===== src/hdl/fpi_defs.svh =====
// Purpose: Constants of the fieldbus process image
// Assumes: 16-bit word-addressed register port
// Notes:   Offsets are word addresses
`ifndef FPI_DEFS_SVH
`define FPI_DEFS_SVH

// ----------------------------------------
// Timing
// ----------------------------------------
`define FPI_CLK_PERIOD_NS 5
`define FPI_SECOND_NS 1000000000

// ----------------------------------------
// Word map
// ----------------------------------------
`define FPI_ADDR_W 8
`define FPI_OUTSTAT_BASE 8'h00
`define FPI_OUTSTAT_WORDS 6
`define FPI_VIO_BASE 8'h08
`define FPI_VIO_WORDS 4
`define FPI_REARM_ADDR 8'h0c
`define FPI_CODE_ADDR 8'h0d
`define FPI_REARM_FB_ADDR 8'h0e
`define FPI_CODE_FB_ADDR 8'h0f
`define FPI_CTRL_ADDR 8'h10
`define FPI_FLOG_BASE 8'h20
`define FPI_FLOG_WORDS 150
`define FPI_SINFO_BASE 8'hc0
`define FPI_SINFO_WORDS 30

// ----------------------------------------
// Control fields and reset values
// ----------------------------------------
`define FPI_CTRL_FLOG_BIT 0
`define FPI_CTRL_SINFO_BIT 1
`define FPI_CTRL_RESET 2'h0

// ----------------------------------------
// Fault log layout
// ----------------------------------------
`define FPI_FLOG_ENTRIES 10
`define FPI_FLOG_ENTRY_WORDS 15
`define FPI_FLOG_W_TS 0
`define FPI_FLOG_W_LEN 2
`define FPI_FLOG_W_NAME 4
`define FPI_FLOG_NAME_WORDS 6
`define FPI_FLOG_W_ERR 10
`define FPI_FLOG_W_ADV 11
`define FPI_FLOG_W_IDX 12
`define FPI_MSG_SCALE 16'h0064

// ----------------------------------------
// System information layout
// ----------------------------------------
`define FPI_SI_W_SEC 0
`define FPI_SI_W_MODE 2
`define FPI_SI_W_LEN 3
`define FPI_SI_W_NAME 5
`define FPI_SI_NAME_WORDS 8
`define FPI_SI_W_CRC 13

// ----------------------------------------
// Operating mode codes
// ----------------------------------------
`define FPI_MODE_NORMAL 16'h0001
`define FPI_MODE_CONFIG 16'h0002
`define FPI_MODE_LOCKOUT 16'h0004
`define FPI_MODE_AWAIT_RESET 16'h0041
`define FPI_MODE_ENTER_CONFIG 16'h0081

`endif


===== src/hdl/fpi_pkg.sv =====
// Purpose: Types of the fieldbus process image
// Assumes: Included constants from fpi_defs.svh
// Notes:   Types only
`include "fpi_defs.svh"
package fpi_pkg;

    // ----------------------------------------
    // Operating state of the controller
    // ----------------------------------------
    typedef enum logic [2:0] {
        FPI_ST_NORMAL,
        FPI_ST_CONFIG,
        FPI_ST_LOCKOUT,
        FPI_ST_AWAIT_RESET,
        FPI_ST_ENTER_CONFIG
    } fpi_opstate_t;

    // ----------------------------------------
    // Fault as reported by the controller core
    // ----------------------------------------
    typedef struct packed {
        logic [95:0] name;
        logic [15:0] errCode;
        logic [15:0] advCode;
    } fpi_fault_t;

    // ----------------------------------------
    // Stored fault log entry
    // ----------------------------------------
    typedef struct packed {
        logic [31:0] timestamp;
        logic [31:0] nameLen;
        logic [95:0] name;
        logic [15:0] errCode;
        logic [15:0] advCode;
        logic [15:0] msgIndex;
    } fpi_log_entry_t;

    // ----------------------------------------
    // Register port request
    // ----------------------------------------
    typedef struct packed {
        logic wrStb;
        logic rdStb;
        logic [7:0] addr;
        logic [15:0] wrData;
    } fpi_req_t;

endpackage


===== src/hdl/fpi_seconds_counter.sv =====
// Purpose: Seconds since power-up with a one-second tick
// Assumes: sys_clk at 200 MHz
// Notes:   Tick count is a parameter so simulation can shorten it
`timescale 1ns/10ps
`include "fpi_defs.svh"
module fpi_seconds_counter #(
    parameter int TICKS_PER_SEC = `FPI_SECOND_NS / `FPI_CLK_PERIOD_NS
) (
    input wire logic sys_clk,
    input wire logic resetn,
    output logic [31:0] seconds
);

    // ----------------------------------------
    // Prescaler
    // ----------------------------------------
    logic [31:0] presc_ff;
    logic [31:0] secs_ff;
    logic [31:0] nxt_presc;
    logic [31:0] nxt_secs;
    wire logic secTick = (presc_ff == 32'(TICKS_PER_SEC - 1));

    assign nxt_presc = secTick ? 32'h0 : presc_ff + 32'h1;
    // Wraps after 136 years, no saturation needed
    assign nxt_secs = secTick ? secs_ff + 32'h1 : secs_ff;

    always_ff @(posedge sys_clk or negedge resetn) begin
        if (!resetn) begin
            presc_ff <= 32'h0;
            secs_ff <= 32'h0;
        end else begin
            presc_ff <= nxt_presc;
            secs_ff <= nxt_secs;
        end
    end

    assign seconds = secs_ff;

endmodule // fpi_seconds_counter


===== src/hdl/fpi_process_image.sv =====
// Purpose: Cyclic process image between safety core and fieldbus master
// Assumes: Register port driven by the fieldbus slave, 16-bit words
// Notes:   Reset is taken as power-up for the seconds counters
//
// Summary of operation
// 96 output status bits readable in three 4-byte slots, no write data.
// Master writes 64 virtual inputs, each used as on/off or silence permit.
// Master writes 16 rearm bits, used only by the rearm/skip-delay sequence.
// Master supplies a 16-bit actuation code with the rearm sequence.
// Device returns one feedback bit per rearm bit, two bytes.
// Device returns the actuation code as a 16-bit feedback word.
// Fault log has ten 15-word entries, newest first, oldest last.
// Entry order: timestamp, name length, name, error, advanced, index, reserved.
// Fault timestamp is seconds since power-up at the fault.
// Fault name length counts ASCII characters in the fault name.
// Fault code is error code dot advanced error code.
// Message index equals error code times 100 plus advanced code.
// System information is one 30-word read-only buffer.
// Buffer: seconds, mode, config name length, config name, config CRC.
// Mode codes: 1 normal, 2 config, 4 lockout, 65 await reset, 129 entering.
// Config name length counts ASCII characters in the config name.
// Config CRC field shows CRC of the configuration in force.
// Fault log and system information are off until the master enables them.
// Lowest-numbered bits in the first byte, ascending through later bytes.
// Feedback fields echo the last rearm bits and code received.
//
// Added by the designer: the address-and-strobe port and the address map.
`timescale 1ns/10ps
`include "fpi_defs.svh"
module fpi_process_image #(
    parameter int TICKS_PER_SEC = `FPI_SECOND_NS / `FPI_CLK_PERIOD_NS
) (
    input wire logic sys_clk,
    input wire logic resetn,
    input wire fpi_pkg::fpi_req_t busReq,
    output logic [15:0] rdData,
    input wire logic [95:0] outStatus,
    input wire logic [63:0] silencePermitSel,
    output logic [63:0] onOffBits,
    output logic [63:0] silencePermitBits,
    output logic [15:0] virtualRearmBits,
    output logic [15:0] actuationCode,
    output logic rearmUpdate,
    input wire logic faultValid,
    input wire fpi_pkg::fpi_fault_t faultIn,
    input wire fpi_pkg::fpi_opstate_t opState,
    input wire logic [127:0] configName,
    input wire logic [31:0] configCrc,
    output logic faultLogActive,
    output logic sysInfoActive
);

    // ----------------------------------------
    // Helper functions
    // ----------------------------------------
    // Characters up to the first NUL, bytes taken low first
    function automatic logic [31:0] asciiLen(input logic [127:0] str);
        logic [31:0] n;
        logic stop;
        n = 32'h0;
        stop = 1'b0;
        for (int i = 0; i < 16; i++) begin
            if (str[8*i +: 8] == 8'h00) begin
                stop = 1'b1;
            end else if (!stop) begin
                n = n + 32'h1;
            end
        end
        return n;
    endfunction

    function automatic logic [15:0] msgIndex(input logic [15:0] err, input logic [15:0] adv);
        logic [31:0] prod;
        prod = 32'(err) * 32'(`FPI_MSG_SCALE);
        return prod[15:0] + adv;
    endfunction

    function automatic logic [15:0] modeCode(input fpi_pkg::fpi_opstate_t st);
        logic [15:0] code;
        unique case (st)
            fpi_pkg::FPI_ST_NORMAL: code = `FPI_MODE_NORMAL;
            fpi_pkg::FPI_ST_CONFIG: code = `FPI_MODE_CONFIG;
            fpi_pkg::FPI_ST_LOCKOUT: code = `FPI_MODE_LOCKOUT;
            fpi_pkg::FPI_ST_AWAIT_RESET: code = `FPI_MODE_AWAIT_RESET;
            fpi_pkg::FPI_ST_ENTER_CONFIG: code = `FPI_MODE_ENTER_CONFIG;
            default: code = 16'h0000;
        endcase
        return code;
    endfunction

    // Two 16-bit halves of a 32-bit value, low word first
    function automatic logic [15:0] half(input logic [31:0] v, input logic hi);
        return hi ? v[31:16] : v[15:0];
    endfunction

    // ----------------------------------------
    // Seconds since power-up
    // ----------------------------------------
    logic [31:0] seconds;

    fpi_seconds_counter #(
        .TICKS_PER_SEC(TICKS_PER_SEC)
    ) u_seconds (
        .sys_clk(sys_clk),
        .resetn(resetn),
        .seconds(seconds)
    );

    // ----------------------------------------
    // Write decode
    // ----------------------------------------
    wire logic [7:0] addr = busReq.addr;
    wire logic wrVio = busReq.wrStb && (addr >= `FPI_VIO_BASE)
        && (addr < `FPI_VIO_BASE + 8'(`FPI_VIO_WORDS));
    wire logic [1:0] vioSel = 2'(addr - `FPI_VIO_BASE);
    wire logic wrRearm = busReq.wrStb && (addr == `FPI_REARM_ADDR);
    wire logic wrCode = busReq.wrStb && (addr == `FPI_CODE_ADDR);
    wire logic wrCtrl = busReq.wrStb && (addr == `FPI_CTRL_ADDR);

    logic [63:0] vio_ff;
    logic [15:0] rearm_ff;
    logic [15:0] code_ff;
    logic [15:0] rearmFb_ff;
    logic [15:0] codeFb_ff;
    logic [1:0] ctrl_ff;
    logic rearmUpd_ff;
    logic [63:0] onOff_ff;
    logic [63:0] permit_ff;
    logic [63:0] nxt_vio;

    // Word k of the slot carries bits 16k+15..16k, low byte first
    always_comb begin
        nxt_vio = vio_ff;
        if (wrVio) begin
            nxt_vio[16*vioSel +: 16] = busReq.wrData;
        end
    end

    // Read-only slots ignore writes, so no decode for them
    always_ff @(posedge sys_clk or negedge resetn) begin
        if (!resetn) begin
            vio_ff <= 64'h0;
            rearm_ff <= 16'h0;
            code_ff <= 16'h0;
            ctrl_ff <= `FPI_CTRL_RESET;
            rearmUpd_ff <= 1'b0;
        end else begin
            vio_ff <= nxt_vio;
            rearm_ff <= wrRearm ? busReq.wrData : rearm_ff;
            code_ff <= wrCode ? busReq.wrData : code_ff;
            ctrl_ff <= wrCtrl ? busReq.wrData[1:0] : ctrl_ff;
            rearmUpd_ff <= wrRearm || wrCode;
        end
    end

    // ----------------------------------------
    // Virtual input routing and feedback
    // ----------------------------------------
    // Feedback lags the stored value one cycle, the sequence sees the stored value undelayed
    always_ff @(posedge sys_clk or negedge resetn) begin
        if (!resetn) begin
            onOff_ff <= 64'h0;
            permit_ff <= 64'h0;
            rearmFb_ff <= 16'h0;
            codeFb_ff <= 16'h0;
        end else begin
            onOff_ff <= vio_ff & ~silencePermitSel;
            permit_ff <= vio_ff & silencePermitSel;
            rearmFb_ff <= rearm_ff;
            codeFb_ff <= code_ff;
        end
    end

    assign onOffBits = onOff_ff;
    assign silencePermitBits = permit_ff;
    // Only the rearm/skip-delay sequence consumes these
    assign virtualRearmBits = rearm_ff;
    assign actuationCode = code_ff;
    assign rearmUpdate = rearmUpd_ff;
    assign faultLogActive = ctrl_ff[`FPI_CTRL_FLOG_BIT];
    assign sysInfoActive = ctrl_ff[`FPI_CTRL_SINFO_BIT];

    // ----------------------------------------
    // Fault log
    // ----------------------------------------
    // Captured even while not exchanged, so enabling shows history
    fpi_pkg::fpi_log_entry_t flog_ff [`FPI_FLOG_ENTRIES];
    fpi_pkg::fpi_log_entry_t newEntry;

    always_comb begin
        newEntry.timestamp = seconds;
        newEntry.nameLen = asciiLen({32'h0, faultIn.name});
        newEntry.name = faultIn.name;
        newEntry.errCode = faultIn.errCode;
        newEntry.advCode = faultIn.advCode;
        newEntry.msgIndex = msgIndex(faultIn.errCode, faultIn.advCode);
    end

    // Newest at entry 0, oldest falls out of the last slot
    always_ff @(posedge sys_clk or negedge resetn) begin
        if (!resetn) begin
            for (int i = 0; i < `FPI_FLOG_ENTRIES; i++) begin
                flog_ff[i] <= '0;
            end
        end else if (faultValid) begin
            flog_ff[0] <= newEntry;
            for (int i = 1; i < `FPI_FLOG_ENTRIES; i++) begin
                flog_ff[i] <= flog_ff[i-1];
            end
        end
    end

    wire logic [7:0] flogOff = addr - `FPI_FLOG_BASE;
    wire logic inFlog = (addr >= `FPI_FLOG_BASE)
        && (flogOff < 8'(`FPI_FLOG_WORDS));
    wire logic [3:0] flogEnt = 4'(flogOff / 8'(`FPI_FLOG_ENTRY_WORDS));
    wire logic [3:0] flogWrd = 4'(flogOff % 8'(`FPI_FLOG_ENTRY_WORDS));
    fpi_pkg::fpi_log_entry_t selEntry;
    logic [15:0] flogWord;
    logic [3:0] nameIdx;

    always_comb begin
        selEntry = inFlog ? flog_ff[flogEnt] : '0;
        nameIdx = flogWrd - 4'(`FPI_FLOG_W_NAME);
        flogWord = 16'h0000;
        if (flogWrd < 4'(`FPI_FLOG_W_LEN)) begin
            flogWord = half(selEntry.timestamp, flogWrd[0]);
        end else if (flogWrd < 4'(`FPI_FLOG_W_NAME)) begin
            flogWord = half(selEntry.nameLen, flogWrd[0]);
        end else if (flogWrd < 4'(`FPI_FLOG_W_ERR)) begin
            flogWord = selEntry.name[16*nameIdx +: 16];
        end else if (flogWrd == 4'(`FPI_FLOG_W_ERR)) begin
            flogWord = selEntry.errCode;
        end else if (flogWrd == 4'(`FPI_FLOG_W_ADV)) begin
            flogWord = selEntry.advCode;
        end else if (flogWrd == 4'(`FPI_FLOG_W_IDX)) begin
            flogWord = selEntry.msgIndex;
        end
    end

    // ----------------------------------------
    // System information buffer
    // ----------------------------------------
    wire logic [7:0] sinfoOff = addr - `FPI_SINFO_BASE;
    wire logic inSinfo = (addr >= `FPI_SINFO_BASE)
        && (sinfoOff < 8'(`FPI_SINFO_WORDS));
    wire logic [31:0] cfgLen = asciiLen(configName);
    wire logic [4:0] sw = 5'(sinfoOff);
    wire logic [4:0] cfgIdx = sw - 5'(`FPI_SI_W_NAME);
    logic [15:0] sinfoWord;

    // Words past the CRC are reserved and read zero
    always_comb begin
        sinfoWord = 16'h0000;
        if (sw < 5'(`FPI_SI_W_MODE)) begin
            sinfoWord = half(seconds, sw[0]);
        end else if (sw == 5'(`FPI_SI_W_MODE)) begin
            sinfoWord = modeCode(opState);
        end else if (sw < 5'(`FPI_SI_W_NAME)) begin
            sinfoWord = half(cfgLen, ~sw[0]);
        end else if (sw < 5'(`FPI_SI_W_CRC)) begin
            sinfoWord = configName[16*cfgIdx[2:0] +: 16];
        end else if (sw < 5'(`FPI_SI_W_CRC + 2)) begin
            sinfoWord = half(configCrc, ~sw[0]);
        end
    end

    // ----------------------------------------
    // Read mux
    // ----------------------------------------
    wire logic inOutStat = (addr < `FPI_OUTSTAT_BASE + 8'(`FPI_OUTSTAT_WORDS));
    wire logic [2:0] osSel = 3'(addr - `FPI_OUTSTAT_BASE);
    wire logic inVio = (addr >= `FPI_VIO_BASE)
        && (addr < `FPI_VIO_BASE + 8'(`FPI_VIO_WORDS));
    logic [15:0] rdMux;
    logic [15:0] rdData_ff;

    // Unmapped words and disabled optional slots read zero
    always_comb begin
        rdMux = 16'h0000;
        if (inOutStat) begin
            rdMux = outStatus[16*osSel +: 16];
        end else if (inVio) begin
            rdMux = vio_ff[16*vioSel +: 16];
        end else if (addr == `FPI_REARM_ADDR) begin
            rdMux = rearm_ff;
        end else if (addr == `FPI_CODE_ADDR) begin
            rdMux = code_ff;
        end else if (addr == `FPI_REARM_FB_ADDR) begin
            rdMux = rearmFb_ff;
        end else if (addr == `FPI_CODE_FB_ADDR) begin
            rdMux = codeFb_ff;
        end else if (addr == `FPI_CTRL_ADDR) begin
            rdMux = {14'h0, ctrl_ff};
        end else if (inFlog && faultLogActive) begin
            rdMux = flogWord;
        end else if (inSinfo && sysInfoActive) begin
            rdMux = sinfoWord;
        end
    end

    always_ff @(posedge sys_clk or negedge resetn) begin
        if (!resetn) begin
            rdData_ff <= 16'h0000;
        end else if (busReq.rdStb) begin
            rdData_ff <= rdMux;
        end else begin
            rdData_ff <= 16'h0000;
        end
    end

    assign rdData = rdData_ff;

endmodule // fpi_process_image


===== config.mk =====
export PLATFORM = sky130hd
export DESIGN_NAME = fpi_process_image
export DESIGN_NICKNAME = d
export VERILOG_FILES = /design/src/hdl/fpi_pkg.sv /design/src/hdl/fpi_seconds_counter.sv /design/src/hdl/fpi_process_image.sv
export VERILOG_INCLUDE_DIRS = /design/src /design/src/hdl
export SDC_FILE = /design/constraint.sdc
export NUM_CORES = 2
export LEC_CHECK = 0
export BUFFER_PORTS_ARGS = -buffer_cell sky130_fd_sc_hd__buf_2
export CORE_AREA = 2 2 460 462
export CTS_BUF_LIST = sky130_fd_sc_hd__clkbuf_2
export DETAILED_ROUTE_END_ITERATION = 16
export DIE_AREA = 0 0 462 464
export PLACE_DENSITY_LB_ADDON = 0.2
export SLEW_MARGIN = 15
export SYNTH_ARGS = -nofsm -noshare
export SYNTH_HDL_FRONTEND = slang
export SYNTH_HIERARCHICAL = 1
export SYNTH_SLANG_ARGS = --single-unit

===== constraint.sdc =====
create_clock -name sys_clk -period 6.6 [get_ports sys_clk]
set_clock_uncertainty 0.05 [all_clocks]
set_input_delay 0.99 -clock sys_clk [delete_from_list [all_inputs] [get_ports sys_clk]]
set_output_delay 0.99 -clock sys_clk [all_outputs]
set_load 0.005 [all_outputs]

==> impl_metrics.py <==
metrics = {
    "detailed_routing": {
        "drt_iter0_drc": 8012,
        "drtPass1Iterations": 6,
        "vias": 85900,
        "viasPerCell": 5.94,
        "drc_errors": 0,
        "avgRoutedWirePerCell_um": 26.0,
        "routed_wl_um": 375000,
        "drtAntennaViolNets": 0,
    },
    "yosys": {
        "synth_top_area_share_pct": 50.9,
        "yosys.area.top_type": "dfrtp_1",
        "syn_area_um2": 108000,
        "synth-edff-count": 0,
        "synth_area_per_cell_um2": 11.7,
        "syn_nets": 9805,
        "synth_area_leaders": "dfrtp_1 (51%), mux2_2 (20%), nand2_1 (4.5%), mux4_2 (3.5%), a21oi_1 (2.3%)",
        "synthArstFlopShare_pct": 100,
        "ys.warnings.count": 6,
        "synth-seq-cells": 2199,
        "synthFlopType": "dfrtp_1",
        "synth_cell_types": 114,
        "postSynthCellCount": 9237,
        "ys_seq_area_share_pct": 50.9,
    },
    "sta": {
        "clock.fmax_ghz": 0.145,
        "setup_violations": 6,
        "maxSlewHeadroom_pct": 9.82,
        "worstMarginPinSlew_ns": 1.35,
        "final.setup.worst_slack_ns": -0.289,
        "rsz0062_at_grt": "yes",
        "final_max_slew_viol_count": 0,
        "hold_viol": 0,
        "final.min_clock_period_ns": 6.89,
        "whs_ns": 0.213,
        "period_share_pct": 104,
    },
    "layout": {
        "drive_gt1_share_pct": 39.6,
        "fin_nets": 11800,
        "instances_no_fill": 14500,
        "syn2layout_area_growth_pct": 20.9,
    },
    "setup_path": {
        "crit_buf_inv": 1,
        "critPathKind": "in2reg",
        "cp_data_arrival_time_ns": 8.69,
        "critPathMaxFanout": 4,
        "cp-end-kind": "register",
        "reg2reg_slack_ns": 2.79,
        "startpoint_type": "primary input",
        "cp_slowest_stage_delay_ns": 0.33,
        "cpLargestDelayFamily": "adder cells",
        "worstPathRequired_ns": 8.40,
        "cp_slowest_cell": "o311a_1",
    },
    "cts": {
        "insertion_delay_ns": 2.01,
        "cts_root_buf": "clkbuf_2",
        "htree_levels": 6,
        "cts_buffers": 594,
        "cts_sinks": 2199,
        "cts_tree": "yes",
        "clkTransAtPathRegs_ns": 0.12,
        "clockBufferDepth": 4,
    },
    "power_and_ir_drop": {
        "leakage_nw": 60.5,
        "p_sw_mw": 14.2,
        "clkPwrFrac_pct": 23.2,
        "ir_drop_v": 0.000220,
        "p_seq_share_pct": 46.6,
        "power_mw": 40.3,
        "p_int_mw": 26.1,
        "pwr-share-comb_pct": 30.2,
        "powerDensity_nw_per_um2": 308,
        "power_switching_share_pct": 35.2,
    },
    "global_route": {
        "gr-usage-met1_pct": 45.2,
        "grt_antenna_before_repair": 46,
        "grt_pass1_vias": 86600,
        "use_met2_pct": 52.4,
        "grt_usage_pct": 34.7,
        "grt.busiest_layer": "met2",
        "grt_pass1_wl_um": 558000,
        "gr-usage-met3_pct": 8.91,
        "overflow": 0,
        "grt_max_degree": 188,
    },
    "run_status": {
        "violations": "setup timing",
        "outcome": "finished, violations left",
    },
    "die": {
        "die_width_um": 462,
        "boundaryPins": 659,
        "coreArea_um2": 209000,
        "fp.dieH_um": 464,
        "die-area_um2": 214000,
        "std_cell_rows": 168,
        "start_util_pct": 51.7,
    },
    "place": {
        "place_ws_ns": -2.38,
        "port-buffer-count": 658,
        "hpwl_um": 256000,
        "dp_cells": 12900,
        "gp_congestion": 0.970,
    },
    "flow_run": {
        "max-cap-violations": 0,
    },
    "worst_hold_path": {
        "hold_class": "in2reg",
    },
}
## flip-flops by register name (all words and copies together) (netlist names)
register and count:
actuationCode 16, onOffBits 64, u_seconds/presc_ff 32, flog_ff 1860
codeFb_ff 16, virtualRearmBits 16, u_seconds/seconds 32, silencePermitBits 64
rearmFb_ff 16, vio_ff 64, rdData 16, rearmUpdate 1
ctrl_ff 2
## area by class of cell
type	instances	area, µm²
multi-input cells	6298	50600
diodes	28	70.1
clock inverters	107	593
fillers	16700	78300
inverters	109	420
flip-flops and latches	2199	55000
clock buffers	853	4270
repair buffers	2052	16300
well taps	2805	3510
## power by group through the flow
stage	logic (mW)	registers (mW)	clock network [mW]
floorplan	7.54	18.1	0
global placement	11.4	18.8	0
detailed placement	11.6	19.0	0
CTS	12.0	18.7	9.56
global route	13.0	19.2	10.3
finish	12.2	18.8	9.35
## Yosys cell counts, drive strengths merged (30+ instances only)
| cell type | n |
|---|---|
| o21ai | 199 |
| nor3 | 61 |
| xor2 | 42 |
| nor4 | 105 |
| and3 | 76 |
| nor2b | 82 |
| buf | 244 |
| a311oi | 30 |
| a21oi | 501 |
| nor2 | 166 |
| a31oi | 78 |
| o211ai | 39 |
| a221oi | 30 |
| inv | 105 |
| xnor2 | 78 |
| nand4 | 54 |
| mux4 | 166 |
| clkbuf | 387 |
| nand2 | 1286 |
| ha | 79 |
| dfrtp | 2199 |
| mux2i | 250 |
| nand3 | 428 |
| o22ai | 49 |
| a211oi | 139 |
| and2 | 82 |
| mux2 | 1906 |
## logic make-up after synthesis
group / share of synthesized area (%)
and+or+nand+nor: 10.4
muxes: 25.7
DFF: 50.9
AOI/OAI and AO/OA: 7.88
buffers and inverters: 3.08
xor gates and xnor gates: 1.06
adders and majority gates: 1.10
## per-stage QoR
stage               util [%]  cell area [µm²]  setup TNS [ns]
finish                  62.5           131000           -1.10
global route            62.5           131000           -2.45
CTS                     62.4           130000          -0.117
detailed placement      57.2           120000          -26.69
global placement        57.2           120000          -25.84
floorplan                  -           109000          -13.41
## per-layer routing
layer,routed length (µm),vias to the layer above
met2,170000,3577
li1,-,37800
met4,23000,32
met5,219,-
met3,30300,862
met1,152000,43600
## worst paths after layout
check,start,end,depth (start not counted)
setup / recovery,configName[18],rdData[4]$_DFF_PN0_,45
hold / removal,silencePermitSel[53],onOffBits[53]$_DFF_PN0_,4
setup reg to reg,ctrl_ff[1]$_DFFE_PN0P_,rdData[0]$_DFF_PN0_,13
hold reg to reg,virtualRearmBits[1]$_DFFE_PN0P_,rearmFb_ff[1]$_DFF_PN0_,0
max in group asynchronous,resetn,flog_ff[1064]$_DFFE_PN0P_,4
min in group asynchronous,resetn,flog_ff[319]$_DFFE_PN0P_,4
## tightest hold or removal path, delay by kind of cell
family / cells / cell delay, ns
buffers and inverters: 3 / 1.19
and+or+nand+nor: 1 / 0.06
## placed cells by master (no fill, tap or decap), types with 166 or more instances in the layout
cell | netlist | routed
dfrtp_1 | 2199 | 2199
mux2_2 | 1903 | 1898
nand2_1 | 1286 | 1277
clkbuf_2 | 0 | 853
buf_4 | 69 | 744
buf_2 | 110 | 651
dlygate4sd3_1 | 0 | 562
a21oi_1 | 499 | 491
nand3_1 | 427 | 424
mux2i_1 | 246 | 242
o21ai_0 | 189 | 177
mux4_2 | 166 | 166
## what timing repair did
| action | 4_1_cts | 5_1_grt |
|---|---|---|
| hold buffers | 564 | 0 |
| endpoints found under the hold margin | 3322 | 0 |
| setup endpoints to repair | 6 | 8 |
| setup buffers | 21 | 11 |
| gates cloned | 0 | 1 |
| resized for setup | 15 | 41 |
| pin swaps | 14 | 28 |
Note: power is estimated with default switching activity, not from simulation.
